==> src/rtl/io_ports_defs.svh <==
`ifndef IO_PORTS_DEFS_SVH
`define IO_PORTS_DEFS_SVH

// register indices; byte address is four times the index
`define IOP_IDX_P0_LATCH   14'h0000
`define IOP_IDX_P1_LATCH   14'h0001
`define IOP_IDX_P2_LATCH   14'h0002
`define IOP_IDX_P0_DIR     14'h000A
`define IOP_IDX_P1_DIR     14'h000B
`define IOP_IDX_P0_ODSEL   14'h000C
`define IOP_IDX_SYSCTL     14'h000D
`define IOP_IDX_ACCESS     14'h000E
`define IOP_IDX_EXTINT     14'h000F

`define IOP_P0_W           4
`define IOP_P1_W           8
`define IOP_P2_W           3

`define IOP_P0_LATCH_RST   4'h0
`define IOP_P0_DIR_RST     4'h0
`define IOP_P0_ODSEL_RST   4'h0
`define IOP_P1_LATCH_RST   8'h00
`define IOP_P1_DIR_RST     8'h00
`define IOP_P2_LATCH_RST   3'h7

// field positions
`define IOP_ACCESS_RMW_BIT 0
`define IOP_P2_SLEEP_PIN   0

// core clock cycles spent in each instruction state
`define IOP_STATE_CYCLES   8'h02

`endif

==> src/rtl/io_ports_pkg.sv <==
package io_ports_pkg;

  typedef enum logic [1:0] {
    PH_S1 = 2'b00,
    PH_S2 = 2'b01,
    PH_S3 = 2'b10,
    PH_S4 = 2'b11
  } phase_t;

  typedef struct packed {
    logic sleep_output_hold_enable;
    logic deep_sleep_entry;
  } sysctl_t;

endpackage

==> src/rtl/io_pad_bank.sv <==
`timescale 1ns/10ps
`include "io_ports_defs.svh"

module io_pad_bank #(
  parameter int unsigned W = 8
) (
  input  wire logic         core_clk,
  input  wire logic         rst_n,
  input  wire logic [W-1:0] pin_in,
  input  wire logic [W-1:0] latch,
  input  wire logic [W-1:0] dir,
  input  wire logic [W-1:0] od,
  input  wire logic [W-1:0] rmw_latch,
  input  wire logic [W-1:0] hiz,
  output logic      [W-1:0] pin_out,
  output logic      [W-1:0] pin_oe,
  output logic      [W-1:0] pin_sync,
  output logic      [W-1:0] rd_data
);

  logic [W-1:0] meta_r;
  logic [W-1:0] sync_r;
  logic [W-1:0] out_r;
  logic [W-1:0] oe_r;
  logic [W-1:0] out_nxt;
  logic [W-1:0] oe_nxt;

  // open-drain bits only ever sink; a latch of 1 releases the pin
  assign out_nxt = latch & ~od;
  assign oe_nxt  = dir & ~hiz & (~od | ~latch);

  always_ff @(posedge core_clk)
  begin
    if (!rst_n)
    begin
      meta_r <= '0;
      sync_r <= '0;
      out_r  <= '0;
      oe_r   <= '0;
    end
    else
    begin
      meta_r <= pin_in;
      sync_r <= meta_r;
      out_r  <= out_nxt;
      oe_r   <= oe_nxt;
    end
  end

  // no input latch: reads see the synchronised pin unless rmw selects latch
  assign rd_data  = (rmw_latch & latch) | (~rmw_latch & sync_r);
  assign pin_out  = out_r;
  assign pin_oe   = oe_r;
  assign pin_sync = sync_r;
endmodule

==> src/rtl/io_ports.sv <==
// Register access over APB was chosen for this implementation.
`timescale 1ns/10ps
`include "io_ports_defs.svh"

// How it works
// - outputs latched, inputs read live pin
// - pin sampled in state S1 of read
// - write lands in latch during state S2
// - listed rmw instructions read latch, others pin
// - port0 four bits, direction resets input
// - port0 output latch resets to zero
// - port0 open-drain select resets to push-pull
// - port0 open-drain rmw reads latch
// - port1 eight bits, per-bit direction, resets input
// - port1 latch read/write, resets to zero
// - port2 three bits, latch resets ones
// - port2 reads valid only bits 2..0
// - port2 rmw reads latch, others pin
// - port2 falling edge sets interrupt latch always
// - deep sleep floats port2 bit0 regardless
module io_ports #(
  parameter logic [7:0] STATE_CYCLES = `IOP_STATE_CYCLES
) (
  input  wire logic        core_clk,
  input  wire logic        rst_n,
  input  wire logic        psel,
  input  wire logic        penable,
  input  wire logic        pwrite,
  input  wire logic [15:0] paddr,
  input  wire logic [31:0] pwdata,
  input  wire logic [3:0]  pstrb,
  output logic      [31:0] prdata,
  output logic             pready,
  output logic             pslverr,
  input  wire logic [3:0]  port0_pin_in,
  output logic      [3:0]  port0_pin_out,
  output logic      [3:0]  port0_pin_oe,
  input  wire logic [7:0]  port1_pin_in,
  output logic      [7:0]  port1_pin_out,
  output logic      [7:0]  port1_pin_oe,
  input  wire logic [2:0]  port2_pin_in,
  output logic      [2:0]  port2_pin_out,
  output logic      [2:0]  port2_pin_oe,
  output logic      [2:0]  ext_int_latch
);

  localparam int P0W = `IOP_P0_W;
  localparam int P1W = `IOP_P1_W;
  localparam int P2W = `IOP_P2_W;

  // instruction state sequencer
  io_ports_pkg::phase_t phase_r;
  io_ports_pkg::phase_t phase_nxt;
  logic [7:0]           div_cnt_r;
  logic                 state_end;
  logic                 state_start;

  assign state_end   = (div_cnt_r == STATE_CYCLES - 8'h01);
  assign state_start = (div_cnt_r == 8'h00);

  always_comb
  begin
    unique case (phase_r)
      io_ports_pkg::PH_S1: phase_nxt = io_ports_pkg::PH_S2;
      io_ports_pkg::PH_S2: phase_nxt = io_ports_pkg::PH_S3;
      io_ports_pkg::PH_S3: phase_nxt = io_ports_pkg::PH_S4;
      io_ports_pkg::PH_S4: phase_nxt = io_ports_pkg::PH_S1;
    endcase
  end

  always_ff @(posedge core_clk)
  begin
    if (!rst_n)
    begin
      div_cnt_r <= 8'h00;
      phase_r   <= io_ports_pkg::PH_S1;
    end
    else if (state_end)
    begin
      div_cnt_r <= 8'h00;
      phase_r   <= phase_nxt;
    end
    else
      div_cnt_r <= div_cnt_r + 8'h01;
  end

  // registers
  logic [P0W-1:0]        p0_latch_r;
  logic [P0W-1:0]        p0_dir_r;
  logic [P0W-1:0]        p0_od_r;
  logic [P1W-1:0]        p1_latch_r;
  logic [P1W-1:0]        p1_dir_r;
  logic [P2W-1:0]        p2_latch_r;
  io_ports_pkg::sysctl_t sysctl_r;
  logic                  rmw_r;
  logic [P2W-1:0]        ext_int_r;

  // apb decode
  logic [13:0] idx;
  logic        mapped;
  logic        acc_open;
  logic        accept;
  logic        commit;
  logic        wr_byte;

  assign idx      = paddr[15:2];
  assign mapped   = (paddr[1:0] == 2'h0) &&
                    (idx == `IOP_IDX_P0_LATCH || idx == `IOP_IDX_P1_LATCH ||
                     idx == `IOP_IDX_P2_LATCH || idx == `IOP_IDX_P0_DIR ||
                     idx == `IOP_IDX_P1_DIR || idx == `IOP_IDX_P0_ODSEL ||
                     idx == `IOP_IDX_SYSCTL || idx == `IOP_IDX_ACCESS ||
                     idx == `IOP_IDX_EXTINT);
  assign acc_open = psel && penable && !pready;
  // reads wait for S1, writes for S2, so the bus stalls up to one instruction cycle
  assign accept   = acc_open && (!mapped || (state_start &&
                    (pwrite ? (phase_r == io_ports_pkg::PH_S2)
                            : (phase_r == io_ports_pkg::PH_S1))));
  assign commit   = psel && penable && pready && pwrite && !pslverr;
  assign wr_byte  = commit && pstrb[0];

  logic wr_p0_latch;
  logic wr_p1_latch;
  logic wr_p2_latch;
  logic wr_p0_dir;
  logic wr_p1_dir;
  logic wr_p0_od;
  logic wr_sysctl;
  logic wr_access;
  logic wr_extint;

  assign wr_p0_latch = wr_byte && idx == `IOP_IDX_P0_LATCH;
  assign wr_p1_latch = wr_byte && idx == `IOP_IDX_P1_LATCH;
  assign wr_p2_latch = wr_byte && idx == `IOP_IDX_P2_LATCH;
  assign wr_p0_dir   = wr_byte && idx == `IOP_IDX_P0_DIR;
  assign wr_p1_dir   = wr_byte && idx == `IOP_IDX_P1_DIR;
  assign wr_p0_od    = wr_byte && idx == `IOP_IDX_P0_ODSEL;
  assign wr_sysctl   = wr_byte && idx == `IOP_IDX_SYSCTL;
  assign wr_access   = wr_byte && idx == `IOP_IDX_ACCESS;
  assign wr_extint   = wr_byte && idx == `IOP_IDX_EXTINT;

  // pad banks
  logic [P0W-1:0] p0_rd;
  logic [P1W-1:0] p1_rd;
  logic [P2W-1:0] p2_rd;
  logic [P2W-1:0] p2_sync;
  logic           sleep_float;
  logic [P0W-1:0] p0_hiz;
  logic [P1W-1:0] p1_hiz;
  logic [P2W-1:0] p2_hiz;

  assign sleep_float = sysctl_r.deep_sleep_entry && !sysctl_r.sleep_output_hold_enable;
  assign p0_hiz      = {P0W{sleep_float}};
  assign p1_hiz      = {P1W{sleep_float}};
  // bit0 doubles as the sleep-release input, so the hold enable cannot keep it driven
  assign p2_hiz      = {P2W{sleep_float}} |
                       ({{(P2W-1){1'b0}}, sysctl_r.deep_sleep_entry}
                        << `IOP_P2_SLEEP_PIN);

  io_pad_bank #(.W(P0W)) u_port0 (
    .core_clk  (core_clk),
    .rst_n     (rst_n),
    .pin_in    (port0_pin_in),
    .latch     (p0_latch_r),
    .dir       (p0_dir_r),
    .od        (p0_od_r),
    .rmw_latch ({P0W{rmw_r}} & p0_od_r),
    .hiz       (p0_hiz),
    .pin_out   (port0_pin_out),
    .pin_oe    (port0_pin_oe),
    .pin_sync  (),
    .rd_data   (p0_rd)
  );

  // port1 is programmable: reads always see the pin
  io_pad_bank #(.W(P1W)) u_port1 (
    .core_clk  (core_clk),
    .rst_n     (rst_n),
    .pin_in    (port1_pin_in),
    .latch     (p1_latch_r),
    .dir       (p1_dir_r),
    .od        ({P1W{1'b0}}),
    .rmw_latch ({P1W{1'b0}}),
    .hiz       (p1_hiz),
    .pin_out   (port1_pin_out),
    .pin_oe    (port1_pin_oe),
    .pin_sync  (),
    .rd_data   (p1_rd)
  );

  // port2 has no direction register: a latch of 1 releases the pin for input
  io_pad_bank #(.W(P2W)) u_port2 (
    .core_clk  (core_clk),
    .rst_n     (rst_n),
    .pin_in    (port2_pin_in),
    .latch     (p2_latch_r),
    .dir       ({P2W{1'b1}}),
    .od        ({P2W{1'b1}}),
    .rmw_latch ({P2W{rmw_r}}),
    .hiz       (p2_hiz),
    .pin_out   (port2_pin_out),
    .pin_oe    (port2_pin_oe),
    .pin_sync  (p2_sync),
    .rd_data   (p2_rd)
  );

  // falling edge seen even while this port drives the pin itself
  logic [P2W-1:0] p2_prev_r;
  logic [P2W-1:0] p2_fall;
  logic [P2W-1:0] ext_int_nxt;

  assign p2_fall     = p2_prev_r & ~p2_sync;
  assign ext_int_nxt = (ext_int_r & ~(wr_extint ? pwdata[P2W-1:0] : {P2W{1'b0}}))
                       | p2_fall;

  // read mux
  logic [31:0] rd_word;

  always_comb
  begin
    rd_word = 32'h0000_0000;
    case (idx)
      `IOP_IDX_P0_LATCH: rd_word[P0W-1:0] = p0_rd;
      `IOP_IDX_P1_LATCH: rd_word[P1W-1:0] = p1_rd;
      `IOP_IDX_P2_LATCH: rd_word[P2W-1:0] = p2_rd;
      `IOP_IDX_P0_DIR:   rd_word[P0W-1:0] = p0_dir_r;
      `IOP_IDX_P1_DIR:   rd_word[P1W-1:0] = p1_dir_r;
      `IOP_IDX_P0_ODSEL: rd_word[P0W-1:0] = p0_od_r;
      `IOP_IDX_SYSCTL:   rd_word[1:0]     = sysctl_r;
      `IOP_IDX_ACCESS:   rd_word[0]       = rmw_r;
      `IOP_IDX_EXTINT:   rd_word[P2W-1:0] = ext_int_r;
      default:           rd_word          = 32'h0000_0000;
    endcase
  end

  always_ff @(posedge core_clk)
  begin
    if (!rst_n)
    begin
      pready  <= 1'b0;
      pslverr <= 1'b0;
      prdata  <= 32'h0000_0000;
    end
    else
    begin
      pready  <= accept;
      pslverr <= accept && !mapped;
      if (accept && !pwrite)
        prdata <= rd_word;
    end
  end

  always_ff @(posedge core_clk)
  begin
    if (!rst_n)
    begin
      p0_latch_r <= `IOP_P0_LATCH_RST;
      p0_dir_r   <= `IOP_P0_DIR_RST;
      p0_od_r    <= `IOP_P0_ODSEL_RST;
      p1_latch_r <= `IOP_P1_LATCH_RST;
      p1_dir_r   <= `IOP_P1_DIR_RST;
      p2_latch_r <= `IOP_P2_LATCH_RST;
      sysctl_r   <= '0;
      rmw_r      <= 1'b0;
      ext_int_r  <= '0;
      // history starts low like the cleared synchroniser, so release shows no edge
      p2_prev_r  <= '0;
    end
    else
    begin
      // registers only change on a committed write and hold otherwise; the interrupt latch also sets on a port2 falling edge, and p2_prev_r follows p2_sync every cycle
      if (wr_p0_latch) p0_latch_r <= pwdata[P0W-1:0];
      if (wr_p1_latch) p1_latch_r <= pwdata[P1W-1:0];
      if (wr_p2_latch) p2_latch_r <= pwdata[P2W-1:0];
      if (wr_p0_dir)   p0_dir_r   <= pwdata[P0W-1:0];
      if (wr_p1_dir)   p1_dir_r   <= pwdata[P1W-1:0];
      if (wr_p0_od)    p0_od_r    <= pwdata[P0W-1:0];
      if (wr_sysctl)   sysctl_r   <= pwdata[1:0];
      if (wr_access)   rmw_r      <= pwdata[`IOP_ACCESS_RMW_BIT];
      ext_int_r <= ext_int_nxt;
      p2_prev_r <= p2_sync;
    end
  end

  assign ext_int_latch = ext_int_r;
endmodule

==> config.mk <==
export PLATFORM = sky130hd
export DESIGN_NAME = io_ports
export DESIGN_NICKNAME = d
export VERILOG_FILES = /design/src/rtl/io_ports_pkg.sv /design/src/rtl/io_pad_bank.sv /design/src/rtl/io_ports.sv
export VERILOG_INCLUDE_DIRS = /design/src /design/src/rtl
export SDC_FILE = /design/constraint.sdc
export NUM_CORES = 1
export LEC_CHECK = 0
export ABC_AREA = 1
export BUFFER_PORTS_ARGS = -buffer_cell sky130_fd_sc_hd__clkbuf_2
export CAP_MARGIN = 25
export CORE_UTILIZATION = 40
export DETAILED_ROUTE_END_ITERATION = 10
export HOLD_SLACK_MARGIN = 0.1
export PLACE_DENSITY = 0.76
export SYNTH_ARGS = -nofsm -noshare
export SYNTH_HDL_FRONTEND = slang
export SYNTH_HIERARCHICAL = 1
export SYNTH_SLANG_ARGS = --single-unit
==> constraint.sdc <==
create_clock -name core_clk -period 1.45 [get_ports core_clk]
set_input_delay 0.2175 -clock core_clk [delete_from_list [all_inputs] [get_ports core_clk]]
set_output_delay 0.2175 -clock core_clk [all_outputs]
set_load 0.02 [all_outputs]
After elaboration in Yosys (flattened, before gate mapping)
Index checks and enable logic that the tools add are counted.
W data, S select, Z words.

cells by class
  divide/modulo/power cells = 0
  $mul = 0
  shifts and indexed selects = 0
  magnitude comparators = 0
  bitwise operators = 28
  eq/ne operators = 12
  reductions and logical operators = 40
  multiplexer cells = 8
  add/sub/neg operators = 1

operators by type and width
  operator               count
  $eq A14 B4 Y1 const B  6
  $and A4 B4 Y4          6
  $logic_and A1 B1 Y1    21
  $not A4 Y4             4
  $and A3 B3 Y3          5
  $not A3 Y3             5
  $eq A14 B1 Y1 const B  1
  $eq A14 B2 Y1 const B  1
  $logic_not A14 Y1      1
  $logic_or A1 B1 Y1     9
  $pmux W1 S9            1
  $add A8 B1 Y8 const B  1
  $and A8 B8 Y8          1
  $eq A8 B1 Y1 const B   1
  $logic_not A8 Y1       1
  $not A8 Y8             1
  $or A4 B4 Y4           2
  $pmux W1 S8            1
  $pmux W2 S4            1
  $pmux W4 S2            1
  $pmux W1 S7            1
  $or A3 B3 Y3           2
  $logic_not A1 Y1       5
  $pmux W1 S5            1
  other kinds (8)        10

storage, ports and cells
  register bits = 117
  memory bits (read-only) = 0
  output and inout bits = 67
  memory bits (writable) = 0
  logic and storage cells = 116
  bits in latches = 0
  memories kept = 0

Logic depth before layout (Yosys ltp)
  word-level depth = 14
  mapped depth = 13

Modules after synthesis
Netlist, hierarchy kept.

modules (own cells, without submodules)
  module                 area an instance (um^2)  times used  cells each
  io_ports               3193.1                   1           463
  io_pad_bank (u_port1)  1101.1                   1           147
  io_pad_bank (u_port0)  591.8                    1           74
  io_pad_bank (u_port2)  424.2                    1           55

Worst setup path before layout
Ideal clock, no wire load.

  path kind = register -> register
  start point = reg pready
  end point = reg prdata[5]
  arrival = 1.387 ns
  library setup time = 0.115 ns
  stages on the path, launching flop included = 6
  clock period less this slack = 1.502 ns
  path slack = -0.052 ns
  buffers on the path = 1
  path through = dfxtp_1 nor3_1 clkbuf_1 nand3_1 nand2_1 nor2_1

between the ends
  word-level cells in the longest chain between the ends = 4

RTL lines
  item                      RTL line         source
  start: declaration        io_ports.sv:33   output logic pready,
  start signal: assignment  io_ports.sv:245  pready <= accept;
  $logic_not A1 Y1          io_ports.sv:113  assign acc_open = psel && penable && !pready;
  $logic_and A1 B1 Y1       io_ports.sv:113
  $logic_and A1 B1 Y1       io_ports.sv:115  assign accept = acc_open && (!mapped || (state_start &&
  $logic_and A1 B1 Y1       io_ports.sv:247  if (accept && !pwrite)
  end signal: assignment    io_ports.sv:248  prdata <= rd_word;
  end: declaration          io_ports.sv:32   output logic [31:0] prdata,

Every way passes these cells.
A chain may end at the register's enable or synchronous reset.

Worst setup path in the final report
  start point = reg phase_r[0]
  end point = reg prdata[2]

between the ends
  word-level cells in the longest chain between the ends = 6

RTL lines
  item                                                     RTL line                          source
  start: declaration                                       io_ports.sv:52                    io_ports_pkg::phase_t phase_r;
  start signal: assignment                                 io_ports.sv:76                    phase_r <= io_ports_pkg::PH_S1;
  start signal: assignment                                 io_ports.sv:81                    phase_r <= phase_nxt;
  $eq A2 B1 Y1 / $logic_not A2 Y1 (equally long branches)  io_ports.sv:116, io_ports.sv:117
  $mux W1 *                                                io_ports.sv:116                   (pwrite ? (phase_r == io_ports_pkg::PH_S2)
  $logic_and A1 B1 Y1 *                                    io_ports.sv:115
  $logic_or A1 B1 Y1 *                                     io_ports.sv:115
  $logic_and A1 B1 Y1 *                                    io_ports.sv:115
  $logic_and A1 B1 Y1 *                                    io_ports.sv:247

Mark *: on every way between the ends. The rest lies on a longest branch, timed or not.

==> run metrics <==
pre-CTS setup slack -0.2990 ns; TritonCTS buffer count 17; Initial Util 41.57%; grt met1 use 22.43%; grt total ovfl 0; Layout Cells excl Fill 1115; P per Cell Area 1138 nW/um^2; GRT Total Usage 19.19%; post-DR wirelength/cell 11.10 microns; largest net degree at the start of global routing 60; Rows 41; post-route clock period utilization 106.8%; CTS tree yes; Area contributors post-synth dfxtp_1, nand2_1, inv_1; final setup violation count 9; Clock Latency Late Sink 0.42 ns; Core ar. 12770 sq um; initial antenna violation count 0; diode count 0; share of the synthesized area in the top cell type 45.24%; layout cells sized above 1 22.16%; Nets 1009; Async S/R FF share, synth 0%; Final Max Slew Viols 0; Area Growth Syn to Fin 34.85%; die area 13740 sq um; antenna viol nets, final 0; Die Ht 117.2 microns; Synth warnings 6; Mapped Cells 739; mapped cell area 5310 sq um; DRC violations left 0; Leak 0.003585 uW; CP Max Fanout 8; DR vias 4886; clk_skew 0.008507 ns; vias in the first global route 4488; Die Span X 117.2 microns; post-DP HPWL 8601 microns; Slew Limit Headroom 58.09%; GR Util met2 32.47%; drt first pass iters 5; GRT busiest layer met2; Starting DRT DRC Count 370; # Max-Cap Violations 0; clk root buf clkbuf_16; Crit. End Element flop; Detailed Route WL 12380 microns; Post-synth EDFFs 0; global-route wire length before repair 19960 microns; register area share after synthesis 45.24%; placed insts 1057; Synth area leader dfxtp_1; # IOs 139; Required @ worst endpoint 1.76 ns; startpoint types flop; via/cell ratio 4.382; fin area 7161 sq um; setup ws final -0.09872 ns; Max VDD drop 707.3 uV; Yosys reg bits 120; CP Class reg -> reg; Least-Margin Pin Slew 0.6263 ns; failing checks setup timing; slowest stage cell on the critical path dfxtp_2; Clk pin slew, worst setup/hold paths 0.05 ns; Top FF cell, synth dfxtp_1; minimum clock period 1.549 ns; met3 usage 4.686%; post-synthesis cell type count 33; Fmax 645.7 MHz; count leader, synth nand2_1; final-report hold violation count 0; Placed Area 6217 sq um; H-tree Lvls 4; CP Cell Sequence inv_2 -> ha_4 -> mux2_4 -> nand4_1 -> buf_6 -> nand3_4 -> a21oi_1 -> nor2_1; commonest cells in the netlist nand2_1, inv_1, dfxtp_1, nor2_1, nand3_1; PortBufs 87; Final GP Congestion 0.8984; min-delay worst type in -> reg; Max clock buf depth 2; CP max stage delay 0.34 ns; RSZ-0062 raised after global routing true; crit path DAT 1.85 ns; CTS Sinks 120; Mapped Avg Cell Area 7.186 sq um; status finished, violations left
==> metrics by stage <==
stage               hold slack (ns)  power [uW]  util [%]  TNS (ns)
floorplan                    0.3151        3901         -   -0.1183
global placement             0.3935        4037     48.67    -6.644
detailed placement           0.3978        4056     48.67    -7.381
CTS                          0.1316        8188     55.17   -0.7067
global route                 0.1742        8488     56.06    -1.668
finish                       0.1477        8148     56.06   -0.6255
==> critical path, delay by kind of cell, from the launching register on <==
family	cells	cell delay, ns
DFF	1	0.34
and+or+nand+nor	3	0.31
muxes	1	0.27
buffers and inverters	2	0.20
AOI/OAI and AO/OA	1	0.18
adders and majority gates	1	0.14
==> power by group <==
| part | internal, uW | total (uW) | switching, uW |
|---|---|---|---|
| logic | 269 | 674 | 405 |
| registers | 3390 | 3430 | 42.6 |
| clock network | 2640 | 4040 | 1400 |
==> registers in the layout (all words and copies together) (netlist names), 3 cells and up <==
| name | cells |
|---|---|
| u_port0/pin_oe | 4 |
| u_port0/pin_out | 4 |
| prdata | 8 |
| u_port2/pin_sync | 3 |
| p0_dir_r | 4 |
| p2_prev_r | 3 |
| u_port1/pin_out | 8 |
| u_port2/pin_out | 3 |
| p2_latch_r | 3 |
| p0_od_r | 4 |
| u_port1/pin_sync | 8 |
| u_port2/meta_r | 3 |
| div_cnt_r | 8 |
| p1_dir_r | 8 |
| u_port2/pin_oe | 3 |
| p1_latch_r | 8 |
| ext_int_latch | 3 |
| u_port0/meta_r | 4 |
| u_port1/pin_oe | 8 |
| p0_latch_r | 4 |
| u_port1/meta_r | 8 |
| u_port0/pin_sync | 4 |
==> kinds of logic (layout without fill, tap and decap cells) <==
logic type / count (synthesis) / count (layout) / synth area share, %
buffers and inverters: 189 / 328 / 16.49
AO/OA/AOI/OAI: 99 / 99 / 9.732
other: 2 / 65 / 0.1414
XOR/XNOR: 2 / 2 / 0.3299
AND/OR/NAND/NOR: 319 / 321 / 26.20
adder cells (fa/ha/maj): 7 / 7 / 1.649
multiplexers: 1 / 1 / 0.2120
flip-flops: 120 / 120 / 45.24
==> layout make-up <==
class                      count  area, sq um
multi-input combinational    495         2405
tap                          172        215.2
clock inverter                 9        97.59
clock buffer                  23        478.0
inverter                     144        540.5
fill                        1147         5613
timing repair buffer         152         1016
sequential                   120         2409
==> worst paths after layout <==
| check | from | end | slack [ns] | depth (start not counted) |
|---|---|---|---|---|
| max reg2reg | phase_r[0] | prdata[2] | -0.1 | 8 |
| min | pwdata[3] | p0_latch_r[3] | 0.15 | 3 |
| max | phase_r[0] | prdata[2] | -0.1 | 8 |
| min reg2reg | u_port1/meta_r[3] | u_port1/pin_sync[3] | 0.41 | 2 |
==> layout by cell type, fill, tap and decap left out, types with 3 or more instances in the layout <==
cell type      netlist  routed
clkbuf_16            0      17
nand2_4              2       3
nor2_4               4       5
nand3_1             57      51
clkinv_2             0       6
clkbuf_8             0       3
clkbuf_2             0      86
buf_4               29      41
nor2_1              81      79
nand3_2              4       8
buf_12               1       3
o21ai_1              1       5
o211ai_1             5       5
nand4_1              3       3
nor3_1               7       6
inv_2                2       6
a21oi_1             45      41
ha_1                 7       5
nand2_1            152     151
clkbuf_1             6       3
o21ai_0             45      41
dlygate4sd3_1        0      19
nor2_2               5       6
dfxtp_1            120     117
conb_1               2      65
a21oi_2              0       4
inv_1              140     137
nand3_4              1       5
==> per-layer routing <==
| metal | up-vias | wire length, microns | share of wire (%) |
|---|---|---|---|
| li1 | 2566 | - | - |
| met1 | 2158 | 5466 | 44 |
| met2 | 140 | 5927 | 48 |
| met3 | 22 | 661 | 5.3 |
| met4 | 0 | 324 | 2.6 |
| met5 | - | 0 | 0 |
==> repair_timing <==
item,in CTS,in global routing
pin swaps,3,7
setup buffers,1,4
resized for setup,11,24
cloned,2,0
hold endpoints to repair,21,0
setup endpoints to repair,9,39
hold buffers,19,0
No activity file was read; power rests on OpenSTA's default activity.
